[src/lsis_defines.vh]
// Purpose: constants for the per-link status, summary and transmit option registers
// Assumes: 11-bit byte address, link number in address bits 10:8
// Notes: definitions only
`ifndef LSIS_DEFINES_VH
`define LSIS_DEFINES_VH
`define LSIS_LINKS 8
`define LSIS_OFF_EXZ_LOW 8'h3D
`define LSIS_OFF_REF_CTRL 8'h3E
`define LSIS_OFF_LINE_SUM 8'h3F
`define LSIS_OFF_FRM_SUM 8'h40
`define LSIS_OFF_HDLC_SUM 8'h41
`define LSIS_OFF_TX_OPT 8'h42
`define LSIS_OFF_EXZ_HIGH 8'h3C
`define LSIS_OFF_INT_STAT 8'h50
`define LSIS_OFF_INT_MASK 8'h51
`define LSIS_OFF_TX_MODE 8'h52
`define LSIS_OPT_FRAME_PULSE_TYPE 0
`define LSIS_OPT_FRAME_PULSE_INVERT 1
`define LSIS_OPT_CMS 2
`define LSIS_OPT_FE 3
`define LSIS_OPT_DE 4
`define LSIS_OPT_FBIT_CLOCK_GAP 5
`define LSIS_OPT_RESET 8'h00
`define LSIS_OPT_MASK 8'h3F
`define LSIS_MODE_RESET 8'h01
`define LSIS_IS_OVF 0
`define LSIS_IS_EXZ 1
`define LSIS_IS_LOS 2
`define LSIS_DIV_HALF 3'h3
`define LSIS_FBIT_PERIOD 8'hC1
`endif

[src/lsis_link_tx.v]
// Purpose: one link's transmit clock, frame pulse and reference clock output logic
// Assumes: all inputs synchronous to mclk except tx_clk_in, tx_data_in and tx_sig_in, which are synchronised
// Notes: clock outputs are registered waveforms built from mclk
`timescale 1ns/1ps
`include "lsis_defines.vh"
module lsis_link_tx (
	input wire mclk,
	input wire arst_n,
	input wire [7:0] opt,
	input wire clock_slave,
	input wire ref_hold,
	input wire los,
	input wire tx_clk_in,
	input wire tx_data_in,
	input wire tx_sig_in,
	input wire first_of_multiframe,
	output reg tx_clk_out,
	output reg tx_frame_out,
	output reg tx_data_q,
	output reg tx_sig_q,
	output reg ref_out
);
	reg ref_tgl;
	reg [2:0] div;
	reg [7:0] bitpos;
	reg gen_clk;
	reg sync1, sync2, prev;
	reg ckd1, ckd2, ckg1, ckg2;
	wire is_fbit = (bitpos == 8'h00);
	wire gen_rise = (div == `LSIS_DIV_HALF);
	wire gen_fall = (div == 3'h7);
	wire rise_edge = clock_slave ? (sync2 & ~prev) : gen_rise;
	wire fall_edge = clock_slave ? (~sync2 & prev) : gen_fall;
	wire data_edge = opt[`LSIS_OPT_DE] ? rise_edge : fall_edge;
	wire frame_edge = opt[`LSIS_OPT_FE] ? rise_edge : fall_edge;
	wire pulse_on = is_fbit & (~opt[`LSIS_OPT_FRAME_PULSE_TYPE] | first_of_multiframe);
	// -----------------------------
	// Link clock, master or slave
	// -----------------------------
	always @(posedge mclk or negedge arst_n) begin
		if (!arst_n) begin
			div <= 3'h0;
			bitpos <= 8'h00;
			gen_clk <= 1'b0;
			sync1 <= 1'b0;
			sync2 <= 1'b0;
			prev <= 1'b0;
			tx_clk_out <= 1'b0;
		end else begin
			sync1 <= tx_clk_in;
			sync2 <= sync1;
			prev <= sync2;
			div <= div + 3'h1;
			if (gen_rise)
				gen_clk <= 1'b1;
			if (gen_fall) begin
				gen_clk <= 1'b0;
				bitpos <= (bitpos == `LSIS_FBIT_PERIOD - 8'h01) ? 8'h00 : bitpos + 8'h01;
			end
			// Master drives its own clock; slave only listens, so output idles low
			if (clock_slave)
				tx_clk_out <= 1'b0;
			else
				tx_clk_out <= gen_clk & ~(opt[`LSIS_OPT_FBIT_CLOCK_GAP] & is_fbit);
		end
	end
	// -----------------------------
	// Sampling and frame pulse
	// -----------------------------
	always @(posedge mclk or negedge arst_n) begin
		if (!arst_n) begin
			ckd1 <= 1'b0;
			ckd2 <= 1'b0;
			ckg1 <= 1'b0;
			ckg2 <= 1'b0;
			tx_data_q <= 1'b0;
			tx_sig_q <= 1'b0;
			tx_frame_out <= 1'b0;
		end else begin
			ckd1 <= tx_data_in;
			ckd2 <= ckd1;
			ckg1 <= tx_sig_in;
			ckg2 <= ckg1;
			if (data_edge) begin
				tx_data_q <= ckd2;
				tx_sig_q <= ckg2;
			end
			if (frame_edge)
				tx_frame_out <= pulse_on ^ opt[`LSIS_OPT_FRAME_PULSE_INVERT];
		end
	end
	// -----------------------------
	// Reference clock on signal loss
	// -----------------------------
	always @(posedge mclk or negedge arst_n) begin
		if (!arst_n) begin
			ref_tgl <= 1'b0;
			ref_out <= 1'b0;
		end else begin
			ref_tgl <= ~ref_tgl;
			// Half-rate copy of mclk: a flop cannot pass mclk itself
			if (los && ref_hold)
				ref_out <= 1'b1;
			else
				ref_out <= ref_tgl;
		end
	end
endmodule

[src/lsis_regs.v]
// Purpose: eight-link register slice with counters, interrupt summaries and tx options
// Assumes: plain register port, read data valid the cycle after the read strobe
// Notes: block interrupt flags are live inputs from other function blocks
`timescale 1ns/1ps
`include "lsis_defines.vh"
module lsis_regs (
	input wire mclk,
	input wire arst_n,
	input wire [10:0] addr,
	input wire [7:0] wdata,
	input wire wr,
	input wire rd,
	output reg [7:0] rdata,
	output reg irq,
	input wire [7:0] exz_event,
	input wire [7:0] los_in,
	input wire [63:0] line_flags,
	input wire [63:0] framer_flags,
	input wire [63:0] hdlc_flags,
	input wire [7:0] mf_first,
	input wire [7:0] tx_clk_in,
	input wire [7:0] tx_data_in,
	input wire [7:0] tx_sig_in,
	output wire [7:0] tx_clk_out,
	output wire [7:0] tx_frame_out,
	output wire [7:0] tx_data_q,
	output wire [7:0] tx_sig_q,
	output wire [7:0] ref_clock_out_a,
	output wire [7:0] ref_clock_out_b
);
	wire [2:0] link = addr[10:8];
	wire [7:0] off = addr[7:0];
	reg [7:0] rmux;
	reg [7:0] lmux;
	integer k;
	genvar g;
	// -----------------------------
	// Per-link storage
	// -----------------------------
	reg [15:0] exz_cnt [0:7];
	reg [7:0] tx_opt [0:7];
	reg [7:0] tx_mode [0:7];
	reg [7:0] ref_ctrl [0:7];
	reg [7:0] int_stat [0:7];
	reg [7:0] int_mask [0:7];
	reg [7:0] line_sum;
	reg [7:0] frm_sum [0:7];
	reg [7:0] hdlc_sum [0:7];
	reg [7:0] los_q;
	reg [7:0] l1, l2, e1, e2;
	wire [7:0] pend;
	wire [7:0] exz_prev;
	wire [7:0] mux_pin_a, mux_pin_b;
	generate
		for (g = 0; g < `LSIS_LINKS; g = g + 1) begin : gl
			wire sel = (link == g);
			wire wr_hit = wr & sel;
			wire rd_hit = rd & sel;
			wire exz_edge = e2[g] & ~exz_prev[g];
			reg exz_prev_r;
			wire ovf = exz_edge & (exz_cnt[g] == 16'hFFFF);
			wire [7:0] ev;
			wire [7:0] clr_w1c;
			wire [7:0] clr_rd;
			assign ev = {5'h00, (l2[g] ^ los_q[g]), exz_edge, ovf};
			assign clr_w1c = (wr_hit && off == `LSIS_OFF_INT_STAT) ? wdata : 8'h00;
			assign clr_rd = (rd_hit && off == `LSIS_OFF_INT_STAT) ? 8'hFF : 8'h00;
			always @(posedge mclk or negedge arst_n) begin
				if (!arst_n) begin
					exz_cnt[g] <= 16'h0000;
					tx_opt[g] <= `LSIS_OPT_RESET;
					tx_mode[g] <= `LSIS_MODE_RESET;
					ref_ctrl[g] <= 8'h00;
					int_stat[g] <= 8'h00;
					int_mask[g] <= 8'h00;
					frm_sum[g] <= 8'h00;
					hdlc_sum[g] <= 8'h00;
					line_sum[g] <= 1'b0;
					los_q[g] <= 1'b0;
					exz_prev_r <= 1'b0;
				end else begin
					exz_prev_r <= e2[g];
					los_q[g] <= l2[g];
					if (exz_edge)
						exz_cnt[g] <= exz_cnt[g] + 16'h0001;
					// Live copies, no write needed to clear
					line_sum[g] <= |line_flags[g*8 +: 8];
					frm_sum[g] <= framer_flags[g*8 +: 8];
					hdlc_sum[g] <= hdlc_flags[g*8 +: 8];
					// Event beats a clear landing in the same cycle
					int_stat[g] <= (int_stat[g] & ~(clr_w1c | clr_rd)) | ev;
					if (wr_hit && off == `LSIS_OFF_TX_OPT)
						tx_opt[g] <= wdata & `LSIS_OPT_MASK;
					if (wr_hit && off == `LSIS_OFF_REF_CTRL)
						ref_ctrl[g] <= {7'h00, wdata[0]};
					if (wr_hit && off == `LSIS_OFF_INT_MASK)
						int_mask[g] <= {5'h00, wdata[2:0]};
					if (wr_hit && off == `LSIS_OFF_TX_MODE)
						tx_mode[g] <= {7'h00, wdata[0]};
				end
			end
			assign exz_prev[g] = exz_prev_r;
			// A set mask bit hides its status bit from the interrupt
			assign pend[g] = |(int_stat[g] & ~int_mask[g]);
			lsis_link_tx u_tx (
				.mclk(mclk),
				.arst_n(arst_n),
				.opt(tx_opt[g]),
				.clock_slave(tx_mode[g][0]),
				.ref_hold(ref_ctrl[g][0]),
				.los(los_q[g]),
				.tx_clk_in(tx_clk_in[g]),
				.tx_data_in(tx_data_in[g]),
				.tx_sig_in(tx_sig_in[g]),
				.first_of_multiframe(mf_first[g]),
				.tx_clk_out(tx_clk_out[g]),
				.tx_frame_out(tx_frame_out[g]),
				.tx_data_q(tx_data_q[g]),
				.tx_sig_q(tx_sig_q[g]),
				.ref_out(mux_pin_a[g])
			);
			assign mux_pin_b[g] = mux_pin_a[g];
		end
	endgenerate
	assign ref_clock_out_a = mux_pin_a;
	assign ref_clock_out_b = mux_pin_b;
	// -----------------------------
	// Input synchronisers
	// -----------------------------
	always @(posedge mclk or negedge arst_n) begin
		if (!arst_n) begin
			l1 <= 8'h00;
			l2 <= 8'h00;
			e1 <= 8'h00;
			e2 <= 8'h00;
		end else begin
			l1 <= los_in;
			l2 <= l1;
			e1 <= exz_event;
			e2 <= e1;
		end
	end
	// -----------------------------
	// Read path
	// -----------------------------
	always @* begin
		lmux = 8'h00;
		for (k = 0; k < `LSIS_LINKS; k = k + 1)
			if (link == k)
				case (off)
				`LSIS_OFF_EXZ_LOW: lmux = exz_cnt[k][7:0];
				`LSIS_OFF_EXZ_HIGH: lmux = exz_cnt[k][15:8];
				`LSIS_OFF_REF_CTRL: lmux = ref_ctrl[k];
				`LSIS_OFF_LINE_SUM: lmux = {7'h00, line_sum[k]};
				`LSIS_OFF_FRM_SUM: lmux = frm_sum[k];
				`LSIS_OFF_HDLC_SUM: lmux = hdlc_sum[k];
				`LSIS_OFF_TX_OPT: lmux = tx_opt[k];
				`LSIS_OFF_INT_STAT: lmux = int_stat[k];
				`LSIS_OFF_INT_MASK: lmux = int_mask[k];
				`LSIS_OFF_TX_MODE: lmux = tx_mode[k];
				default: lmux = 8'h00;
				endcase
		rmux = lmux;
	end
	always @(posedge mclk or negedge arst_n) begin
		if (!arst_n) begin
			rdata <= 8'h00;
			irq <= 1'b0;
		end else begin
			rdata <= rd ? rmux : 8'h00;
			irq <= |pend;
		end
	end
endmodule

[config.mk]
export PLATFORM = sky130hd
export DESIGN_NAME = lsis_regs
export DESIGN_NICKNAME = d
export VERILOG_FILES = /design/src/lsis_link_tx.v /design/src/lsis_regs.v
export VERILOG_INCLUDE_DIRS = /design/src
export SDC_FILE = /design/constraint.sdc
export NUM_CORES = 1
export LEC_CHECK = 0
export ABC_AREA = 1
export BUFFER_PORTS_ARGS = -buffer_cell sky130_fd_sc_hd__buf_4
export CORE_AREA = 2 2 315 317
export DETAILED_ROUTE_END_ITERATION = 10
export DIE_AREA = 0 0 317 319
export GPL_TIMING_DRIVEN = 0
export PLACE_DENSITY = 0.54
export SYNTH_ARGS = -nofsm -noshare
export SYNTH_HDL_FRONTEND = slang
export SYNTH_SLANG_ARGS = --single-unit
[constraint.sdc]
create_clock -name mclk -period 2.6 [get_ports mclk]
set_input_delay 0.52 -clock mclk [delete_from_list [all_inputs] [get_ports mclk]]
set_output_delay 0.52 -clock mclk [all_outputs]
set_load 0.05 [all_outputs]
==> summary.md <==
| Metric | Value |
|---|---|
| Status | `finished clean` |
| Slew Limit Fails | `0` |
| Internal power | `~0.019 W` |
| Crit path DAT | `3.14 ns` |
| DRC Markers | `0` |
| Post-synthesis mux area share | `0.00812` |
| Compound-gate portion of the synthesized area | `0.100` |
| Worst vdd ir | `around 0.42 mV` |
| Max incr delay on CP | `~0.42 ns` |
| CP top delay family | `simple AND/OR/NAND/NOR gates` |
| Total CTS buffers | `80` |
| Rel. slew slack | `0.277` |
| Clock Skews | `around 0.032 ns` |
| Root buffer cell | `clkbuf_16` |
| First-pass GRT wire length | `roughly 140 mm` |
| WHS Endpoint | `line_sum[7]` |
| DR iter-0 viols | `2101` |
| Most used DFF post-synth | `dfrtp_1` |
| Hold path startpoint | `line_flags[62]` |
| Nets | `slightly below 4000` |
| Asr flop ratio synth | `1.00` |
| Hold Path Cell Cnt | `3` |
| Clock transition at path regs | `0.05 ns` |
| CP max FO | `8` |
| First drt pass iteration count | `5` |
| Area leader, netlist | `dfrtp_1` |
| CTS Sinks | `673` |
| GP Congestion | `around 0.95` |
| Syn_nets | `between 3000 and 4000` |
| Register area share after synthesis | `0.579` |
| Synth top area share | `0.571` |
| Die width | `317 µm` |
| Cell variety after synth | `57` |
| Sw Ratio | `0.251` |
| Worst setup margin | `between 0.05 and 0.06 ns` |
| CTS tree | `built` |
| Initial antenna violation count | `7` |
| Worst min-delay path class | `in2reg` |
| Cell count along the critical path | `18` |
| Share of layout cells above drive strength 1 | `0.194` |
| Number of global-route vias before repair | `between 20000 and 25000` |
| Detail Placement HPWL | `between 70 and 80 mm` |
| Worst Hold Slack | `0.0560 ns` |
| Startpoint Class | `input pin` |
| Worst r2r path cells | `7` |
| Worst-margin pin slew | `about 1.1 ns` |
| Top-count cell post-synth | `dfrtp_1` |
| Avg WL per Cell | `19.5 µm` |
| Mapped cell area | `between 0.02 and 0.03 mm²` |
| # IOs | `320` |
| Post-DR vias/cell | `approximately 4.7` |
| Simple-gate share of the synthesized area | `0.162` |
| Placement Setup Slack | `-0.810 ns` |
| Sequential share of power | `0.454` |
| CP most frequent cell | `nand2_1` |
| Area grow syn2layout | `29.6%` |
| Die Height | `roughly 320 µm` |
| Worst path bufs/invs | `4` |
| Synth Area in XOR/XNOR | `0.0451` |
| Largest net degree at the start of global routing | `approximately 110` |
| Htree depth | `3` |
| Largest family of logic cells by synthesized area | `simple AND/OR/NAND/NOR gates` |
| Area contributors post-synth | `dfrtp_1 (57%), nand2_1 (6.9%), inv_1 (5.6%), o21ai_0 (3.8%), xor2_1 (3.8%)` |
| Critical Path RT | `~3.2 ns` |
| Comb pwr share | `0.082` |
| FF-to-FF Start | `gl[4].u_tx.div[0]` |
| Clock Latency Late Sink | `0.66 ns` |
| Worst Setup End Kind | `register` |
| Routed vias | `22990` |
| GRT overflow | `0` |
| Period Utilization, post-route | `0.978` |
| Clock Tree Buf Depth | `3` |
| Core box area | `slightly below 0.1 mm²` |
| CP Cell Sequence | `buf_4, inv_1, nand2_1, nor2_4, nand2_1, clkinvlp_4, nand2_1, o21ai_0, nor2_1, nand3b_1, nand2_1, nand3_1, nand2_1, nand2_1, nand2_1, nand3_1, nand2_1, inv_1` |
| Clk pwr share | `0.464` |
| Number of flops mapped to enable cells by yosys | `0` |
| Syn. warnings | `0` |
| Total track usage | `0.189` |
| PD cells | `672 mW/mm²` |
| RSZ-0062 raised after global routing | `false` |
| FF+latch count, synth | `about 670` |
| Starting Density | `0.298` |
| P_leak | `approximately 18 nW` |
| Final critical-path required period | `between 2 and 3 ns` |
| Post-DRT Antenna Nets | `0` |
| Slowest CP cell | `nor2_4` |
| Reg-to-Reg End | `gl[4].u_tx.tx_sig_q` |
| Synth Instances | `between 2000 and 3000` |
| Max-cap violations | `0` |
| Fmax | `0.393 GHz` |
| WS Path Type | `in2reg` |
| Worst reg2reg setup slack | `0.27 ns` |
| Adder-Cell Fraction of Synth Area | `0.0206` |
| Post-Syn Area per Cell | `slightly below 10 µm²` |
| Num rows | `115` |
| Area of the die | `between 0.1 and 0.15 mm²` |
| Synth cell count leaders | `dfrtp_1 (665), nand2_1 (532), inv_1 (432)` |
| Final setup viols | `0` |
| Total wire length | `approximately 95 mm` |
| PortBufs | `approximately 310` |
| Net Switching | `around 0.0064 W` |
| Fin. Hold Viols | `0` |
[cells in the final DEF, fill, tap and decap left out, drive strengths merged, types with 32 or more instances in the layout]
| cell | synthesis | final |
|---|---|---|
| dfrtp | 665 | 665 |
| nand2 | 542 | 542 |
| inv | 458 | 461 |
| buf | 98 | 420 |
| o21ai | 238 | 238 |
| nor2 | 184 | 184 |
| dlygate4sd3 | 0 | 169 |
| nand3 | 135 | 135 |
| xor2 | 126 | 126 |
| clkbuf | 18 | 119 |
| a21oi | 79 | 79 |
| nor3 | 58 | 58 |
| ha | 48 | 48 |
| a211oi | 41 | 41 |
| o22ai | 33 | 33 |
| a221oi | 32 | 32 |
| nand4 | 32 | 32 |
[tightest hold or removal path, delay by kind of cell]
family / cells / cell delay (ns)
buffers and inverters: 1 / 0.08
AND/OR/NAND/NOR: 2 / 0.07
[cell type report]
| class | count | area (µm²) |
|---|---|---|
| fillers | 9610 | 60000 |
| clock buffers | 101 | 2180 |
| well taps | 1287 | 1610 |
| diodes | 2 | 5.00 |
| multi-input cells | 1715 | 9790 |
| flip-flops and latches | 673 | 16900 |
| plain buffers | 116 | 761 |
| repair buffers | 491 | 4260 |
| clock inverters | 40 | 559 |
| inverters | 460 | 1730 |
[worst max-delay path by stage]
stage	start	end	slack, ns
floorplan	addr[7]	int_stat[24]	0.64
global placement	arst_n	frm_sum[1]	-7.01
detailed placement	addr[3]	rdata[0]	-0.81
CTS	addr[3]	rdata[0]	0.004
global route	gl[7].u_tx.div[0]	gl[7].u_tx.tx_data_q	0.03
finish	addr[6]	rdata[0]	0.06
[power by group through the flow]
stage          combinational [W]  clock [W]  sequential (W)
2_1_floorplan           0.000935          0          0.0116
3_3_place_gp             0.00183          0          0.0117
3_5_place_dp             0.00189          0          0.0117
4_1_cts                  0.00210     0.0121          0.0115
5_1_grt                  0.00232     0.0125          0.0116
6_report                 0.00208     0.0118          0.0115
[sequential cells by signal, indices dropped and copies added, names as in the netlist, 24 cells and up]
name            flops
exz_cnt           128
frm_sum            64
gl.u_tx.bitpos     64
hdlc_sum           64
int_stat           64
tx_opt             48
gl.u_tx.div        24
int_mask           24
[per-layer routing]
| layer | GRT usage | wire [µm] | vias to the layer above |
|---|---|---|---|
| met5 | 0 | 53 | - |
| met4 | 0.0687 | 3320 | 8 |
| met3 | 0.0349 | 6620 | 176 |
| met2 | 0.303 | 44300 | 862 |
| met1 | 0.254 | 40800 | 11205 |
| li1 | - | - | 10739 |
[logic make-up after synthesis]
| group | Yosys count |
|---|---|
| simple gates | 1008 |
| compound gates | 488 |
| xor+xnor | 150 |
| mux | 21 |
| fa+ha+maj | 48 |
| flops | 673 |
| buf+inv | 576 |
[repair_timing]
| action | CTS | global route |
|---|---|---|
| endpoints found under the setup margin | 1 | 2 |
| hold buffers | 169 | 0 |
| cloned | 0 | 0 |
| gates resized for setup | 2 | 3 |
| endpoints found under the hold margin | 235 | 0 |
| setup buffers | 0 | 2 |
[per-stage QoR]
stage                     cells  utilization  total power, W  area [µm²]   TNS, ns
after floorplan            2964            -          0.0125       29100         0
after global placement     4564        0.339          0.0135       33100  -4627.09
after detailed placement   4571        0.341          0.0136       33300     -4.96
after CTS                  4881        0.386          0.0257       37700         0
after global routing       4884        0.386          0.0264       37700         0
final                      4885        0.386          0.0254       37700         0
Note: power is estimated with default switching activity, not from simulation.
